File: src/parallel_io_defines.vh
// Register offsets and reset values of the parallel I/O port bank
`ifndef PARALLEL_IO_DEFINES_VH
`define PARALLEL_IO_DEFINES_VH

// ****************************************
// Register offsets (byte addresses)
// ****************************************
`define PORT_A_DIRECTION_OFF     12'h2C0
`define PORT_A_PIN_LEVELS_OFF    12'h2C2
`define PORT_A_OUTPUT_LATCH_OFF  12'h2C4
`define PORT_B_DIRECTION_OFF     12'h2C6
`define PORT_B_PIN_LEVELS_OFF    12'h2C8
`define PORT_B_OUTPUT_LATCH_OFF  12'h2CB
`define PORT_C_DIRECTION_OFF     12'h2CC
`define PORT_C_PIN_LEVELS_OFF    12'h2CE
`define PORT_C_OUTPUT_LATCH_OFF  12'h2D0
`define PORT_D_DIRECTION_OFF     12'h2D2
`define PORT_D_PIN_LEVELS_OFF    12'h2D4
`define PORT_D_OUTPUT_LATCH_OFF  12'h2D6
`define PORT_E_DIRECTION_OFF     12'h2D8
`define PORT_E_PIN_LEVELS_OFF    12'h2DA
`define PORT_E_OUTPUT_LATCH_OFF  12'h2DC
`define PORT_F_DIRECTION_OFF     12'h2EE
`define PORT_F_PIN_LEVELS_OFF    12'h2E0
`define PORT_F_OUTPUT_LATCH_OFF  12'h2E2
`define PORT_G_DIRECTION_OFF     12'h2E4
`define PORT_G_PIN_LEVELS_OFF    12'h2E6
`define PORT_G_OUTPUT_LATCH_OFF  12'h2E8
`define ANALOG_PIN_CONFIG_OFF    12'h300

// ****************************************
// Reset values; direction reset equals the implemented-bit mask
// ****************************************
`define PORT_A_DIRECTION_RST     16'hC600
`define PORT_B_DIRECTION_RST     16'hFFFF
`define PORT_C_DIRECTION_RST     16'hE00A
`define PORT_D_DIRECTION_RST     16'hFFFF
`define PORT_E_DIRECTION_RST     16'h03FF
`define PORT_F_DIRECTION_RST     16'h01FF
`define PORT_G_DIRECTION_RST     16'h03CF
`define OUTPUT_LATCH_RST         16'h0000
`define ANALOG_PIN_CONFIG_RST    16'h0000

// ****************************************
// Field positions and synchroniser stage count
// ****************************************
`define ANALOG_PORT_INDEX        1
`define PIN_SYNC_STAGES          2

`endif

File: src/parallel_io_port_bank.v
// Parallel I/O port bank A to G with analog pin configuration
`include "parallel_io_defines.vh"
`default_nettype none

module parallel_io_port_bank #(
    parameter PORT_WIDTH = 16
) (
    // Clock and reset
    input  wire                      clock,
    input  wire                      rst,
    // Register port
    input  wire [11:0]               addr,
    input  wire [PORT_WIDTH-1:0]     wr_data,
    input  wire                      wr_strobe,
    input  wire                      rd_strobe,
    output reg  [PORT_WIDTH-1:0]     rd_data,
    // Pins, ports A..G packed from bit 0 upward
    input  wire [7*PORT_WIDTH-1:0]   pin_in,
    output wire [7*PORT_WIDTH-1:0]   pin_out,
    output wire [7*PORT_WIDTH-1:0]   pin_oe_n,
    // Peripheral sharing
    input  wire [7*PORT_WIDTH-1:0]   periph_active,
    input  wire [7*PORT_WIDTH-1:0]   periph_out,
    input  wire [7*PORT_WIDTH-1:0]   periph_oe_n,
    // Converter side, one bit per analog-capable pin of port B
    output wire [PORT_WIDTH-1:0]     analog_connect,
    output wire [PORT_WIDTH-1:0]     analog_input,
    output wire [PORT_WIDTH-1:0]     analog_samples_drive,
    output wire [PORT_WIDTH-1:0]     analog_drive_level
);

    // ****************************************
    // Address and mask tables
    // ****************************************
    localparam PORTS = 7;
    localparam [12*PORTS-1:0] DIR_OFFS = {
        `PORT_G_DIRECTION_OFF,
        `PORT_F_DIRECTION_OFF,
        `PORT_E_DIRECTION_OFF,
        `PORT_D_DIRECTION_OFF,
        `PORT_C_DIRECTION_OFF,
        `PORT_B_DIRECTION_OFF,
        `PORT_A_DIRECTION_OFF
    };
    localparam [12*PORTS-1:0] PIN_OFFS = {
        `PORT_G_PIN_LEVELS_OFF,
        `PORT_F_PIN_LEVELS_OFF,
        `PORT_E_PIN_LEVELS_OFF,
        `PORT_D_PIN_LEVELS_OFF,
        `PORT_C_PIN_LEVELS_OFF,
        `PORT_B_PIN_LEVELS_OFF,
        `PORT_A_PIN_LEVELS_OFF
    };
    localparam [12*PORTS-1:0] LAT_OFFS = {
        `PORT_G_OUTPUT_LATCH_OFF,
        `PORT_F_OUTPUT_LATCH_OFF,
        `PORT_E_OUTPUT_LATCH_OFF,
        `PORT_D_OUTPUT_LATCH_OFF,
        `PORT_C_OUTPUT_LATCH_OFF,
        `PORT_B_OUTPUT_LATCH_OFF,
        `PORT_A_OUTPUT_LATCH_OFF
    };
    // Implemented bits equal the direction reset values
    localparam [16*PORTS-1:0] IMPL = {
        `PORT_G_DIRECTION_RST,
        `PORT_F_DIRECTION_RST,
        `PORT_E_DIRECTION_RST,
        `PORT_D_DIRECTION_RST,
        `PORT_C_DIRECTION_RST,
        `PORT_B_DIRECTION_RST,
        `PORT_A_DIRECTION_RST
    };

    // ****************************************
    // Shared state
    // ****************************************
    reg  [PORT_WIDTH-1:0]        analog_pin_config_reg;
    reg  [PORT_WIDTH-1:0]        analog_pin_config_next;
    wire [7*PORT_WIDTH-1:0]      dir_all;
    wire [7*PORT_WIDTH-1:0]      lat_all;
    wire [7*PORT_WIDTH-1:0]      pin_rd_all;
    wire [PORT_WIDTH-1:0]        dir_b;
    wire [7*PORT_WIDTH-1:0]      analog_in_all;
    reg  [PORT_WIDTH-1:0]        rd_next;

    assign dir_b = dir_all[`ANALOG_PORT_INDEX*PORT_WIDTH +: PORT_WIDTH];

    // ****************************************
    // Analog configuration
    // ****************************************
    always @* begin
        analog_pin_config_next = analog_pin_config_reg;
        if (wr_strobe && addr == `ANALOG_PIN_CONFIG_OFF) begin
            analog_pin_config_next = wr_data;
        end
    end

    always @(posedge clock or posedge rst) begin
        if (rst) begin
            analog_pin_config_reg <= `ANALOG_PIN_CONFIG_RST;
        end else begin
            analog_pin_config_reg <= analog_pin_config_next;
        end
    end

    // ****************************************
    // Converter side
    // ****************************************
    // Software is expected to set the direction bit too; otherwise applies
    // Only port B pins reach the converter
    genvar a;
    generate
        for (a = 0; a < PORT_WIDTH; a = a + 1) begin : analog_bit
            assign analog_input[a]         = analog_pin_config_reg[a] & dir_b[a];
            assign analog_connect[a]       = analog_pin_config_reg[a];
            assign analog_samples_drive[a] = analog_pin_config_reg[a] & ~dir_b[a];
            assign analog_drive_level[a]   = pin_out[`ANALOG_PORT_INDEX*PORT_WIDTH + a];
        end
    endgenerate
    // Widened to all ports so the per-port read mask stays uniform
    assign analog_in_all = {{(5*PORT_WIDTH){1'b0}}, analog_input, {PORT_WIDTH{1'b0}}};

    // ****************************************
    // Per-port registers, drivers and synchronisers
    // ****************************************
    genvar p;
    genvar b;
    generate
        for (p = 0; p < PORTS; p = p + 1) begin : port
            localparam [PORT_WIDTH-1:0] MASK = IMPL[p*16 +: 16];
            reg  [PORT_WIDTH-1:0] dir_reg;
            reg  [PORT_WIDTH-1:0] dir_next;
            reg  [PORT_WIDTH-1:0] lat_reg;
            reg  [PORT_WIDTH-1:0] lat_next;
            reg  [PORT_WIDTH-1:0] sync1_reg;
            reg  [PORT_WIDTH-1:0] sync2_reg;
            wire                  dir_hit;
            wire                  lat_hit;

            assign dir_hit = wr_strobe && addr == DIR_OFFS[p*12 +: 12];
            assign lat_hit = wr_strobe && (addr == LAT_OFFS[p*12 +: 12] ||
                                           addr == PIN_OFFS[p*12 +: 12]);

            // ****************************************
            // Direction register
            // ****************************************
            always @* begin
                dir_next = dir_reg;
                if (dir_hit) begin
                    dir_next = wr_data & MASK;
                end
            end

            // Direction resets to its implemented mask, so all pins start as inputs
            always @(posedge clock or posedge rst) begin
                if (rst) begin
                    dir_reg <= MASK;
                end else begin
                    dir_reg <= dir_next;
                end
            end

            // ****************************************
            // Output latch
            // ****************************************
            // Pin-level writes land in the latch; the pins are never written
            always @* begin
                lat_next = lat_reg;
                if (lat_hit) begin
                    lat_next = wr_data & MASK;
                end
            end

            always @(posedge clock or posedge rst) begin
                if (rst) begin
                    lat_reg <= `OUTPUT_LATCH_RST;
                end else begin
                    lat_reg <= lat_next;
                end
            end

            // ****************************************
            // Synchroniser
            // ****************************************
            // Two stages because pins are asynchronous to the clock
            always @(posedge clock or posedge rst) begin
                if (rst) begin
                    sync1_reg <= {PORT_WIDTH{1'b0}};
                end else begin
                    sync1_reg <= pin_in[p*PORT_WIDTH +: PORT_WIDTH];
                end
            end

            always @(posedge clock or posedge rst) begin
                if (rst) begin
                    sync2_reg <= {PORT_WIDTH{1'b0}};
                end else begin
                    sync2_reg <= sync1_reg;
                end
            end

            // ****************************************
            // Pin drive and pin read
            // ****************************************
            for (b = 0; b < PORT_WIDTH; b = b + 1) begin : pin_bit
                if (MASK[b]) begin : live
                    assign pin_out[p*PORT_WIDTH + b] = periph_active[p*PORT_WIDTH + b] ?
                        periph_out[p*PORT_WIDTH + b] : lat_reg[b];
                    assign pin_oe_n[p*PORT_WIDTH + b] = periph_active[p*PORT_WIDTH + b] ?
                        periph_oe_n[p*PORT_WIDTH + b] : dir_reg[b];
                    assign pin_rd_all[p*PORT_WIDTH + b] =
                        sync2_reg[b] & ~analog_in_all[p*PORT_WIDTH + b];
                end else begin : dead
                    // Disabled bits never drive and read as zero
                    assign pin_out[p*PORT_WIDTH + b]    = 1'b0;
                    assign pin_oe_n[p*PORT_WIDTH + b]   = 1'b1;
                    assign pin_rd_all[p*PORT_WIDTH + b] = 1'b0;
                end
            end

            // ****************************************
            // Values seen by the read path
            // ****************************************
            assign dir_all[p*PORT_WIDTH +: PORT_WIDTH] = dir_reg;
            assign lat_all[p*PORT_WIDTH +: PORT_WIDTH] = lat_reg;
        end
    endgenerate

    // ****************************************
    // Read path; data stand for one cycle only
    // ****************************************
    // Unmapped addresses fall to zero
    always @* begin
        rd_next = {PORT_WIDTH{1'b0}};
        case (addr)
            `PORT_A_DIRECTION_OFF: begin
                rd_next = dir_all[0 +: PORT_WIDTH];
            end
            `PORT_A_PIN_LEVELS_OFF: begin
                rd_next = pin_rd_all[0 +: PORT_WIDTH];
            end
            `PORT_A_OUTPUT_LATCH_OFF: begin
                rd_next = lat_all[0 +: PORT_WIDTH];
            end

            `PORT_B_DIRECTION_OFF: begin
                rd_next = dir_all[PORT_WIDTH +: PORT_WIDTH];
            end
            `PORT_B_PIN_LEVELS_OFF: begin
                rd_next = pin_rd_all[PORT_WIDTH +: PORT_WIDTH];
            end
            // Port B latch sits at an odd offset, kept as mapped
            `PORT_B_OUTPUT_LATCH_OFF: begin
                rd_next = lat_all[PORT_WIDTH +: PORT_WIDTH];
            end

            `PORT_C_DIRECTION_OFF: begin
                rd_next = dir_all[2*PORT_WIDTH +: PORT_WIDTH];
            end
            `PORT_C_PIN_LEVELS_OFF: begin
                rd_next = pin_rd_all[2*PORT_WIDTH +: PORT_WIDTH];
            end
            `PORT_C_OUTPUT_LATCH_OFF: begin
                rd_next = lat_all[2*PORT_WIDTH +: PORT_WIDTH];
            end

            `PORT_D_DIRECTION_OFF: begin
                rd_next = dir_all[3*PORT_WIDTH +: PORT_WIDTH];
            end
            `PORT_D_PIN_LEVELS_OFF: begin
                rd_next = pin_rd_all[3*PORT_WIDTH +: PORT_WIDTH];
            end
            `PORT_D_OUTPUT_LATCH_OFF: begin
                rd_next = lat_all[3*PORT_WIDTH +: PORT_WIDTH];
            end

            `PORT_E_DIRECTION_OFF: begin
                rd_next = dir_all[4*PORT_WIDTH +: PORT_WIDTH];
            end
            `PORT_E_PIN_LEVELS_OFF: begin
                rd_next = pin_rd_all[4*PORT_WIDTH +: PORT_WIDTH];
            end
            `PORT_E_OUTPUT_LATCH_OFF: begin
                rd_next = lat_all[4*PORT_WIDTH +: PORT_WIDTH];
            end

            `PORT_F_DIRECTION_OFF: begin
                rd_next = dir_all[5*PORT_WIDTH +: PORT_WIDTH];
            end
            `PORT_F_PIN_LEVELS_OFF: begin
                rd_next = pin_rd_all[5*PORT_WIDTH +: PORT_WIDTH];
            end
            `PORT_F_OUTPUT_LATCH_OFF: begin
                rd_next = lat_all[5*PORT_WIDTH +: PORT_WIDTH];
            end

            `PORT_G_DIRECTION_OFF: begin
                rd_next = dir_all[6*PORT_WIDTH +: PORT_WIDTH];
            end
            `PORT_G_PIN_LEVELS_OFF: begin
                rd_next = pin_rd_all[6*PORT_WIDTH +: PORT_WIDTH];
            end
            `PORT_G_OUTPUT_LATCH_OFF: begin
                rd_next = lat_all[6*PORT_WIDTH +: PORT_WIDTH];
            end

            `ANALOG_PIN_CONFIG_OFF: begin
                rd_next = analog_pin_config_reg;
            end
            default: begin
                rd_next = {PORT_WIDTH{1'b0}};
            end
        endcase
    end

    // Zero outside a read, so the read bus can be merged by OR
    always @(posedge clock or posedge rst) begin
        if (rst) begin
            rd_data <= {PORT_WIDTH{1'b0}};
        end else if (rd_strobe) begin
            rd_data <= rd_next;
        end else begin
            rd_data <= {PORT_WIDTH{1'b0}};
        end
    end

endmodule // parallel_io_port_bank

`default_nettype wire

File: config.mk
export PLATFORM = sky130hd
export DESIGN_NAME = parallel_io_port_bank
export DESIGN_NICKNAME = d
export VERILOG_FILES = /design/src/parallel_io_port_bank.v
export VERILOG_INCLUDE_DIRS = /design/src
export SDC_FILE = /design/constraint.sdc
export NUM_CORES = 1
export LEC_CHECK = 0
export BUFFER_PORTS_ARGS = -buffer_cell sky130_fd_sc_hd__buf_2
export CAP_MARGIN = 20
export CORE_AREA = 2 2 309 311
export CTS_CLUSTER_DIAMETER = 120
export CTS_CLUSTER_SIZE = 8
export DETAILED_ROUTE_END_ITERATION = 8
export DIE_AREA = 0 0 311 313
export GPL_ROUTABILITY_DRIVEN = 0
export GPL_TIMING_DRIVEN = 1
export PLACE_DENSITY = 0.31
export SYNTH_ARGS = -nofsm -noshare
export SYNTH_HDL_FRONTEND = slang
export SYNTH_SLANG_ARGS = --single-unit
File: constraint.sdc
create_clock -name clock -period 16.36 [get_ports clock]
set_input_delay 0.818 -clock clock [delete_from_list [all_inputs] [get_ports clock]]
set_output_delay 0.818 -clock clock [all_outputs]
set_load 0.005 [all_outputs]
---- Word level (Yosys, flattened, before mapping) ----
Index checks and enable logic that the tools add are counted.
word-level totals
  register bits ........................... 354
  input bits .............................. 480
  output and inout bits ................... 304
  word-level logic and storage cells ...... 292
operators by class
  equality and inequality tests ........... 22
  multiplexer cells ....................... 138
  bitwise operators ....................... 80
  reductions and logical operators ........ 22
operators with widths
  cell                  count
  $pmux 16 s22          1
  $eq 12x10->1 const B  22
  $mux 1                136
  $and 1x1->1           48
  $not 1->1             32
  $mux 16               1
  $logic_and 1x1->1     15
  $logic_or 1x1->1      7

---- Longest topological paths before layout ----
Gate-level depths: netlist (run 1).
  depth after elaboration ................. 5
  depth in mapped cells ................... 9

---- Least setup slack after synthesis (run 1) ----
No wires, ideal clock.
  path type ............................... input port to flip-flop
  start ................................... input port addr[3]
  end ..................................... register port[5].lat_reg[4]
  setup time .............................. 125 ps
  data arrival time ....................... 2,389 ps
  data required time ...................... 16,235 ps
  setup slack ............................. 13,846 ps
  cell stages on the path ................. 7
  path through ............................ buf_4 > buf_4 > buf_2 > nor2_1 > inv_1 > nor3_4 > mux2_2
on the way
  cells in the longest elaborated chain, start to end .. 3
ends and longest elaborated chain
  item                                    RTL line                                                  source
  from (decl)                             parallel_io_port_bank.v:12                                input wire [11:0] addr,
  $eq 12x10->1, on equally long branches  parallel_io_port_bank.v:141, parallel_io_port_bank.v:142
  $logic_or 1x1->1 *                      parallel_io_port_bank.v:141                               assign lat_hit = wr_strobe && (addr == LAT_OFFS[p*12 +: 12] ||
  $logic_and 1x1->1 *                     parallel_io_port_bank.v:141
  to (signal assigned)                    parallel_io_port_bank.v:176                               lat_reg <= `OUTPUT_LATCH_RST;
  to (signal assigned)                    parallel_io_port_bank.v:178                               lat_reg <= lat_next;
  to (decl)                               parallel_io_port_bank.v:133                               reg [PORT_WIDTH-1:0] lat_reg;
Mark *: on every way between the ends. The rest lies on a longest branch, timed or not.
A chain may end at the register's enable or synchronous reset.

---- Worst setup path after layout (run 1) ----
  start ................................... input port addr[2]
  end ..................................... register port[3].dir_reg[10]
on the way
  cells in the longest elaborated chain, start to end .. 2
ends and longest elaborated chain
  item                  RTL line                     source
  $eq 12x10->1          parallel_io_port_bank.v:140  assign dir_hit = wr_strobe && addr == DIR_OFFS[p*12 +: 12];
  $logic_and 1x1->1     parallel_io_port_bank.v:140
  to (signal assigned)  parallel_io_port_bank.v:159  dir_reg <= dir_next;
  to (decl)             parallel_io_port_bank.v:131  reg [PORT_WIDTH-1:0] dir_reg;
Every way passes these cells.

==> results of run 1 <==
## area by class of cell
class	instances	share of cell area, %
antenna	10	0.128
clock buffer	76	6.39
clock inverter	3	0.134
inverter	12	0.268
multi-input combinational	716	31.1
sequential	304	39.3
tap	1265	8.08
timing repair buffer	553	14.6
## layout by cell type (no fill, tap or decap), types with 5 or more instances in the layout
cell       count
a222oi_1       7
nor2_1        13
o21ai_0       20
inv_1         11
a31oi_1       10
a22oi_1       36
a22o_1        12
conb_1        88
clkbuf_1      30
clkbuf_16     45
a221o_1        5
a221oi_1       6
mux2_2       295
dfstp_2       68
mux2i_1       10
nand3b_1       8
buf_4         33
buf_2        519
a21oi_1       17
nand3_1       13
a32oi_1       17
a21oi_2        6
nor2b_1       25
and2_1        13
diode_2       10
dfrtp_1      236
nor3_1         6
nand2_1       36
## worst register-to-register path, delay by kind of cell, from the launching register on
kind	cells	cell delay, ns
compound gates	4	1.37
simple gates	1	0.10
flops	1	0.58
## through the flow
stage / hold WS [ns] / worst slack (ns) / cell area, µm² / power (W)
6_report: 0.331 / 12.62 / 19600 / 0.00183
2_1_floorplan: 0.331 / 7.25 / 14800 / 0.000877
5_1_grt: 0.321 / 12.54 / 19600 / 0.00191
3_3_place_gp: 0.333 / 12.00 / 18300 / 0.000968
4_1_cts: 0.306 / 12.55 / 19600 / 0.00187
3_5_place_dp: 0.335 / 11.94 / 18300 / 0.000969
## cells by family (layout without fill, tap and decap cells)
family                 count (synthesis)  after routing  synth area share, %
other                                  2             98               0.0518
buffers and inverters                171            644                 7.61
flip-flops                           304            304                 53.0
multiplexers                         305            305                 23.6
AO/OA/AOI/OAI                        166            166                 8.76
XOR/XNOR                               2              2                0.121
AND/OR/NAND/NOR                      155            155                 6.82
## layer usage
metal	up-vias	track usage [%]
met4	12	3.38
li1	4948	-
met2	505	25.3
met3	79	3.78
met5	-	0
met1	5823	20.6
## how the worst min path moves through the flow
stage | from | endpoint | cells past startpoint
6_report | port[6].sync1_reg[8]$_DFF_PP0_ | port[6].sync2_reg[8]$_DFF_PP0_ | 0
5_1_grt | pin_in[24] | port[1].sync1_reg[8]$_DFF_PP0_ | 1
4_1_cts | pin_in[24] | port[1].sync1_reg[8]$_DFF_PP0_ | 1
3_5_place_dp | port[1].sync1_reg[1]$_DFF_PP0_ | port[1].sync2_reg[1]$_DFF_PP0_ | 0
3_3_place_gp | port[3].sync1_reg[12]$_DFF_PP0_ | port[3].sync2_reg[12]$_DFF_PP0_ | 0
2_1_floorplan | port[0].sync1_reg[10]$_DFF_PP0_ | port[0].sync2_reg[10]$_DFF_PP0_ | 0
## report_power, final
part / internal (W) / leakage, nW / switching (W)
logic: 0.0000703 / 5.02 / 0.000100
clock network: 0.000516 / 0.610 / 0.000361
registers: 0.000773 / 3.68 / 0.00000876
total: 0.00136 / 9.31 / 0.000469
==> metrics.txt, run 1 <==
CTS tree=built; Synth Warn #=0; Core Rows=113; Main synth FF type=dfrtp_1; Critical Path Sink=port[3].dir_reg[10]$_DFFE_PP1P_; Crit path max-delay family=simple AND/OR/NAND/NOR gates; uppermost layer routed=met5; Crit. path cell count=7; worst reg2reg path depth=5; unrepaired setup endpoints after global routing=no; Starting Density=15.4%; Remaining DRCs=0; Peak VDD IR=59.0 µV; CP Max Fanout=45; cts bufs inserted=44; I/O Buffers=519; max-slew violations=0; Hold Vio Cnt, Final=0; Tmin final=3.74 ns; Longest Clk Path Bufs=3; GRT Total Usage=15.5%; Yosys cell types=71; Worst Path Required=16.83 ns; Slowest-stage cell, CP=nand2_2; hold_buf cts=0; core area=94200 µm²; PD cells=93.4 nW/µm²; TritonCTS sink count=304; top post-synthesis cells by count=mux2_2 (295), dfrtp_1 (236), buf_4 (113), dfstp_2 (68); Avg Cell Area, Syn=13.1 µm²; Syn Std Cell Area=14500 µm²; leakage power=9.31 nW; main area contributors after synthesis=dfrtp_1 (41%), mux2_2 (23%), dfstp_2 (12%); vias post-DR=11400; I/O pin count=784; Die H=313 µm; DP Wirelength=57200 µm; post-synthesis register bit count=304; crit start category=input pin; run status=finished clean; clock slew at reported path FFs=0.05 ns; crit path buf inv count=2; met1 WL=34800 µm; synthesized netlist cell count=1105; Core Util, Final=20.8%; first-pass GRT wire length=104000 µm; area of the multi-input gates=6090 µm²; FF-to-FF End=rd_data[1]$_DFF_PP0_; max cap viols=0; sequential share of the synthesized area=53.0%; Clk Latency, worst-skew pair=0.57 ns; largest net degree at the start of global routing=137; Max stage delay on crit path=0.76 ns; Post-synth EDFFs=0; Reg area=7690 µm²; largest area contributor in the netlist=dfrtp_1; clock root buffer=clkbuf_16; vias in the first global route=12100; Cells after DPL=2850; count leader, synth=mux2_2; DRT Wirelength=77200 µm; crit-path cells=buf_2, buf_4, nor2_2, nand3_1, nor2_4, nand2_2, mux2_2; DR WL/cell=26.3 µm; Synth-to-Final Area Change=35.1%; ys async rst share=100%; initial antenna violation count=15; die footprint=97300 µm²; slew of the pin with the lowest slew margin=1.07 ns; CP startpoint=addr[2]; post-cts resize count=0; Clock Skew=0.0175 ns; met2 WL post-DR=36200 µm; filler cell count in the final layout=10400; FF-to-FF setup slack=14.15 ns; slew margin rel.=28.1%; crit end category=flop; Max Clk Rate=0.267 GHz; postcts setup bufs=0; met3 wire length=4800 µm; vias per inst=3.87; critical path arrival=4.21 ns; share of post-route cells with drive strength above 1=60.2%; Min-Delay Path Class=reg -> reg; final period utilization=22.9%; gr ovfl total=0; Synth top area share=40.7%; post-detailed-route count of antenna-violating nets=0; drt first pass iters=5; H-tree Lvls=2; drt initial violations=509; setup violators final=0; Final TNS setup=0 ns; Crit Path Class=in -> reg; Finished Layout Cells=2939; Die Width=311 µm; Final nets=2111; reg2reg start=dir_b[1]$_DFFE_PP1P_
No activity file was read; power rests on OpenSTA's default activity.
==> inputs of run 2 (changes only) <==
==> constraint.sdc (replaced) <==
create_clock -name clock -period 3.75 [get_ports clock]
set_input_delay 0.1875 -clock clock [delete_from_list [all_inputs] [get_ports clock]]
set_output_delay 0.1875 -clock clock [all_outputs]
set_load 0.005 [all_outputs]
==> metrics.txt, run 2 (synthesis results as in run 1) <==
Tmin final=2.73 ns; final period utilization=72.8%; drt initial violations=533 (+4.7%); Final nets=2202 (+4.3%); vias in the first global route=12300 (+1.9%); Switch Pwr=0.00204 W (+330%); Starting Density=15.4% (unchanged); drt first pass iters=5 (unchanged); Worst Path Required=4.18 ns (-12.65 ns); slew of the pin with the lowest slew margin=1.07 ns (-0.00834 ns); uppermost layer routed=met5; FF-to-FF setup slack=1.68 ns (-12.47 ns); Min-Delay Path Class=in -> reg; CTS tree=built; max-slew violations=0 (unchanged); Slowest-stage cell, CP=nand2_2; slew margin rel.=28.6% (+0.46 points); leakage power=9.71 nW (+4.2%); Seq pwr share=42.7% (about the same); Clock Skew=0.0182 ns (+0.000684 ns); Hold Vio Cnt, Final=0 (unchanged); H-tree Lvls=2 (unchanged); PD cells=391 nW/µm² (+320%); core area=94200 µm² (unchanged); Crit Path Class=in -> reg; most frequent cells in the layout=buf_2 (519), mux2_2 (295), dfrtp_1 (236), conb_1 (88), dlygate4sd3_1 (75); sw frac=25.5% (-0.19 points); WHS Endpoint=port[3].dir_reg[4]$_DFFE_PP1P_; Gate power share=10.2% (+0.9 points); gr ovfl total=0 (unchanged); postcts setup bufs=0 (unchanged); Max Clk Rate=0.366 GHz; Synth-to-Final Area Change=41.2%; unrepaired setup endpoints after global routing=no; critical path arrival=3.16 ns (-1.05 ns); crit start category=input pin; crit end category=flop; setup violators final=0 (unchanged); vias post-DR=11600 (+2.2%); GRT Total Usage=15.4% (-0.025 points); Die Width=311 µm (unchanged); met3 wire length=5730 µm (+19%); Final TNS setup=0 ns (unchanged); met2 WL post-DR=36300 µm (+0.23%); I/O Buffers=519 (unchanged); Finished Layout Cells=3024 (+2.9%); FF-to-FF End=rd_data[3]$_DFF_PP0_; cell repeated most along the worst path=buf_4; met1 WL=34000 µm (-2.3%); post-detailed-route count of antenna-violating nets=0 (unchanged); commonest non-fill, non-tap cell in the layout=buf_2; DR WL/cell=25.6 µm (-2.7%); Core Rows=113 (unchanged); Pwr Total=0.00800 W (+340%); clock root buffer=clkbuf_16; hold path depth=2 (+2); TritonCTS sink count=304 (unchanged); P_int=0.00596 W (+340%); clock slew at reported path FFs=0.06 ns (about the same); DP Wirelength=58900 µm (+3.1%); share of post-route cells with drive strength above 1=57.8% (-2.5 points); hold path start=wr_data[4]; Clk pwr share=47.2% (-0.7 points); first-pass GRT wire length=104000 µm (about the same); die footprint=97300 µm² (unchanged); worst reg2reg path depth=5 (unchanged); Die H=313 µm (unchanged); Clk Latency, worst-skew pair=0.57 ns (about the same); run status=finished clean; reg2reg start=analog_connect[3]$_DFFE_PP0P_; vias per inst=3.84 (-0.63%); initial antenna violation count=19 (+4); Cells after DPL=2866 (+0.56%); crit-path cells=buf_2, buf_4, nor4_2, buf_4, and3_1, nand2_2, mux2_2; Max stage delay on crit path=0.69 ns (-0.07 ns); CP Max Fanout=16 (-64%); largest net degree at the start of global routing=108 (-21%); I/O pin count=784 (unchanged); DRT Wirelength=77300 µm (+0.10%); Remaining DRCs=0 (unchanged); Longest Clk Path Bufs=3 (unchanged); Peak VDD IR=250 µV (+320%); cts bufs inserted=43 (-2.3%); max cap viols=0 (unchanged)
run 2: cell count changes in the layout (fill, tap and decap cells not counted), moves of 2 or more:
cell           delta
diode_2           -5
buf_4            +10
inv_6             -2
dlygate4sd3_1    +75
buf_6             +2
clkbuf_1          +2
buf_12            +5
run 2: per-stage QoR:
stage / utilization [%] / worst slack, ns / area (µm²) / hold slack [ns]
2_1_floorplan: - / -0.425 / 14800 / 0.219
3_3_place_gp: 19.6 / 0.351 / 18400 / 0.298
3_5_place_dp: 19.6 / 0.343 / 18500 / 0.297
4_1_cts: 21.7 / 0.908 / 20500 / 0.0114
5_1_grt: 21.7 / 0.879 / 20500 / 0.0314
6_report: 21.8 / 1.02 / 20500 / 0.0335
run 2: how the worst max path moves through the flow:
stage | end | slack (ns) | start
floorplan | analog_connect[0]$_DFFE_PP0P_ | -0.42 | rst
global placement | analog_connect[11]$_DFFE_PP0P_ | 0.35 | addr[3]
detailed placement | analog_connect[14]$_DFFE_PP0P_ | 0.34 | addr[3]
CTS | analog_connect[10]$_DFFE_PP0P_ | 0.91 | addr[3]
global route | analog_connect[11]$_DFFE_PP0P_ | 0.88 | addr[3]
finish | analog_connect[0]$_DFFE_PP0P_ | 1.02 | addr[3]
run 2: timing repair:
action                                 4_1_cts  5_1_grt
resized for setup                            0        0
hold buffers                                75        0
endpoints found under the hold margin      130        0
run 2: layout make-up:
class,count,area (µm²)
inverter,12,48.8
clock buffer,77,1250
timing repair buffer,645,3810
tap,1265,1580
multi-input combinational,716,6090
antenna,5,12.5
sequential,304,7690
fill,10300,73700
run 2: power groups by stage:
stage                     sequential [W]  clock [W]  combinational, W
after floorplan                  0.00345          0          0.000378
after global placement           0.00347          0          0.000757
after detailed placement         0.00347          0          0.000763
after CTS                        0.00341    0.00393          0.000835
after global routing             0.00342    0.00405          0.000891
final                            0.00341    0.00377          0.000815
run 2: worst max-delay path, delay by kind of cell:
family | cells | cell delay, ns
mux | 1 | 0.49
buf+inv | 3 | 0.86
simple gates | 3 | 1.59
run 2: metal layers:
metal,up-vias,track usage (%)
li1,5087,-
met1,5911,20.0
met2,526,25.6
met3,82,4.65
met4,16,2.71
met5,-,0
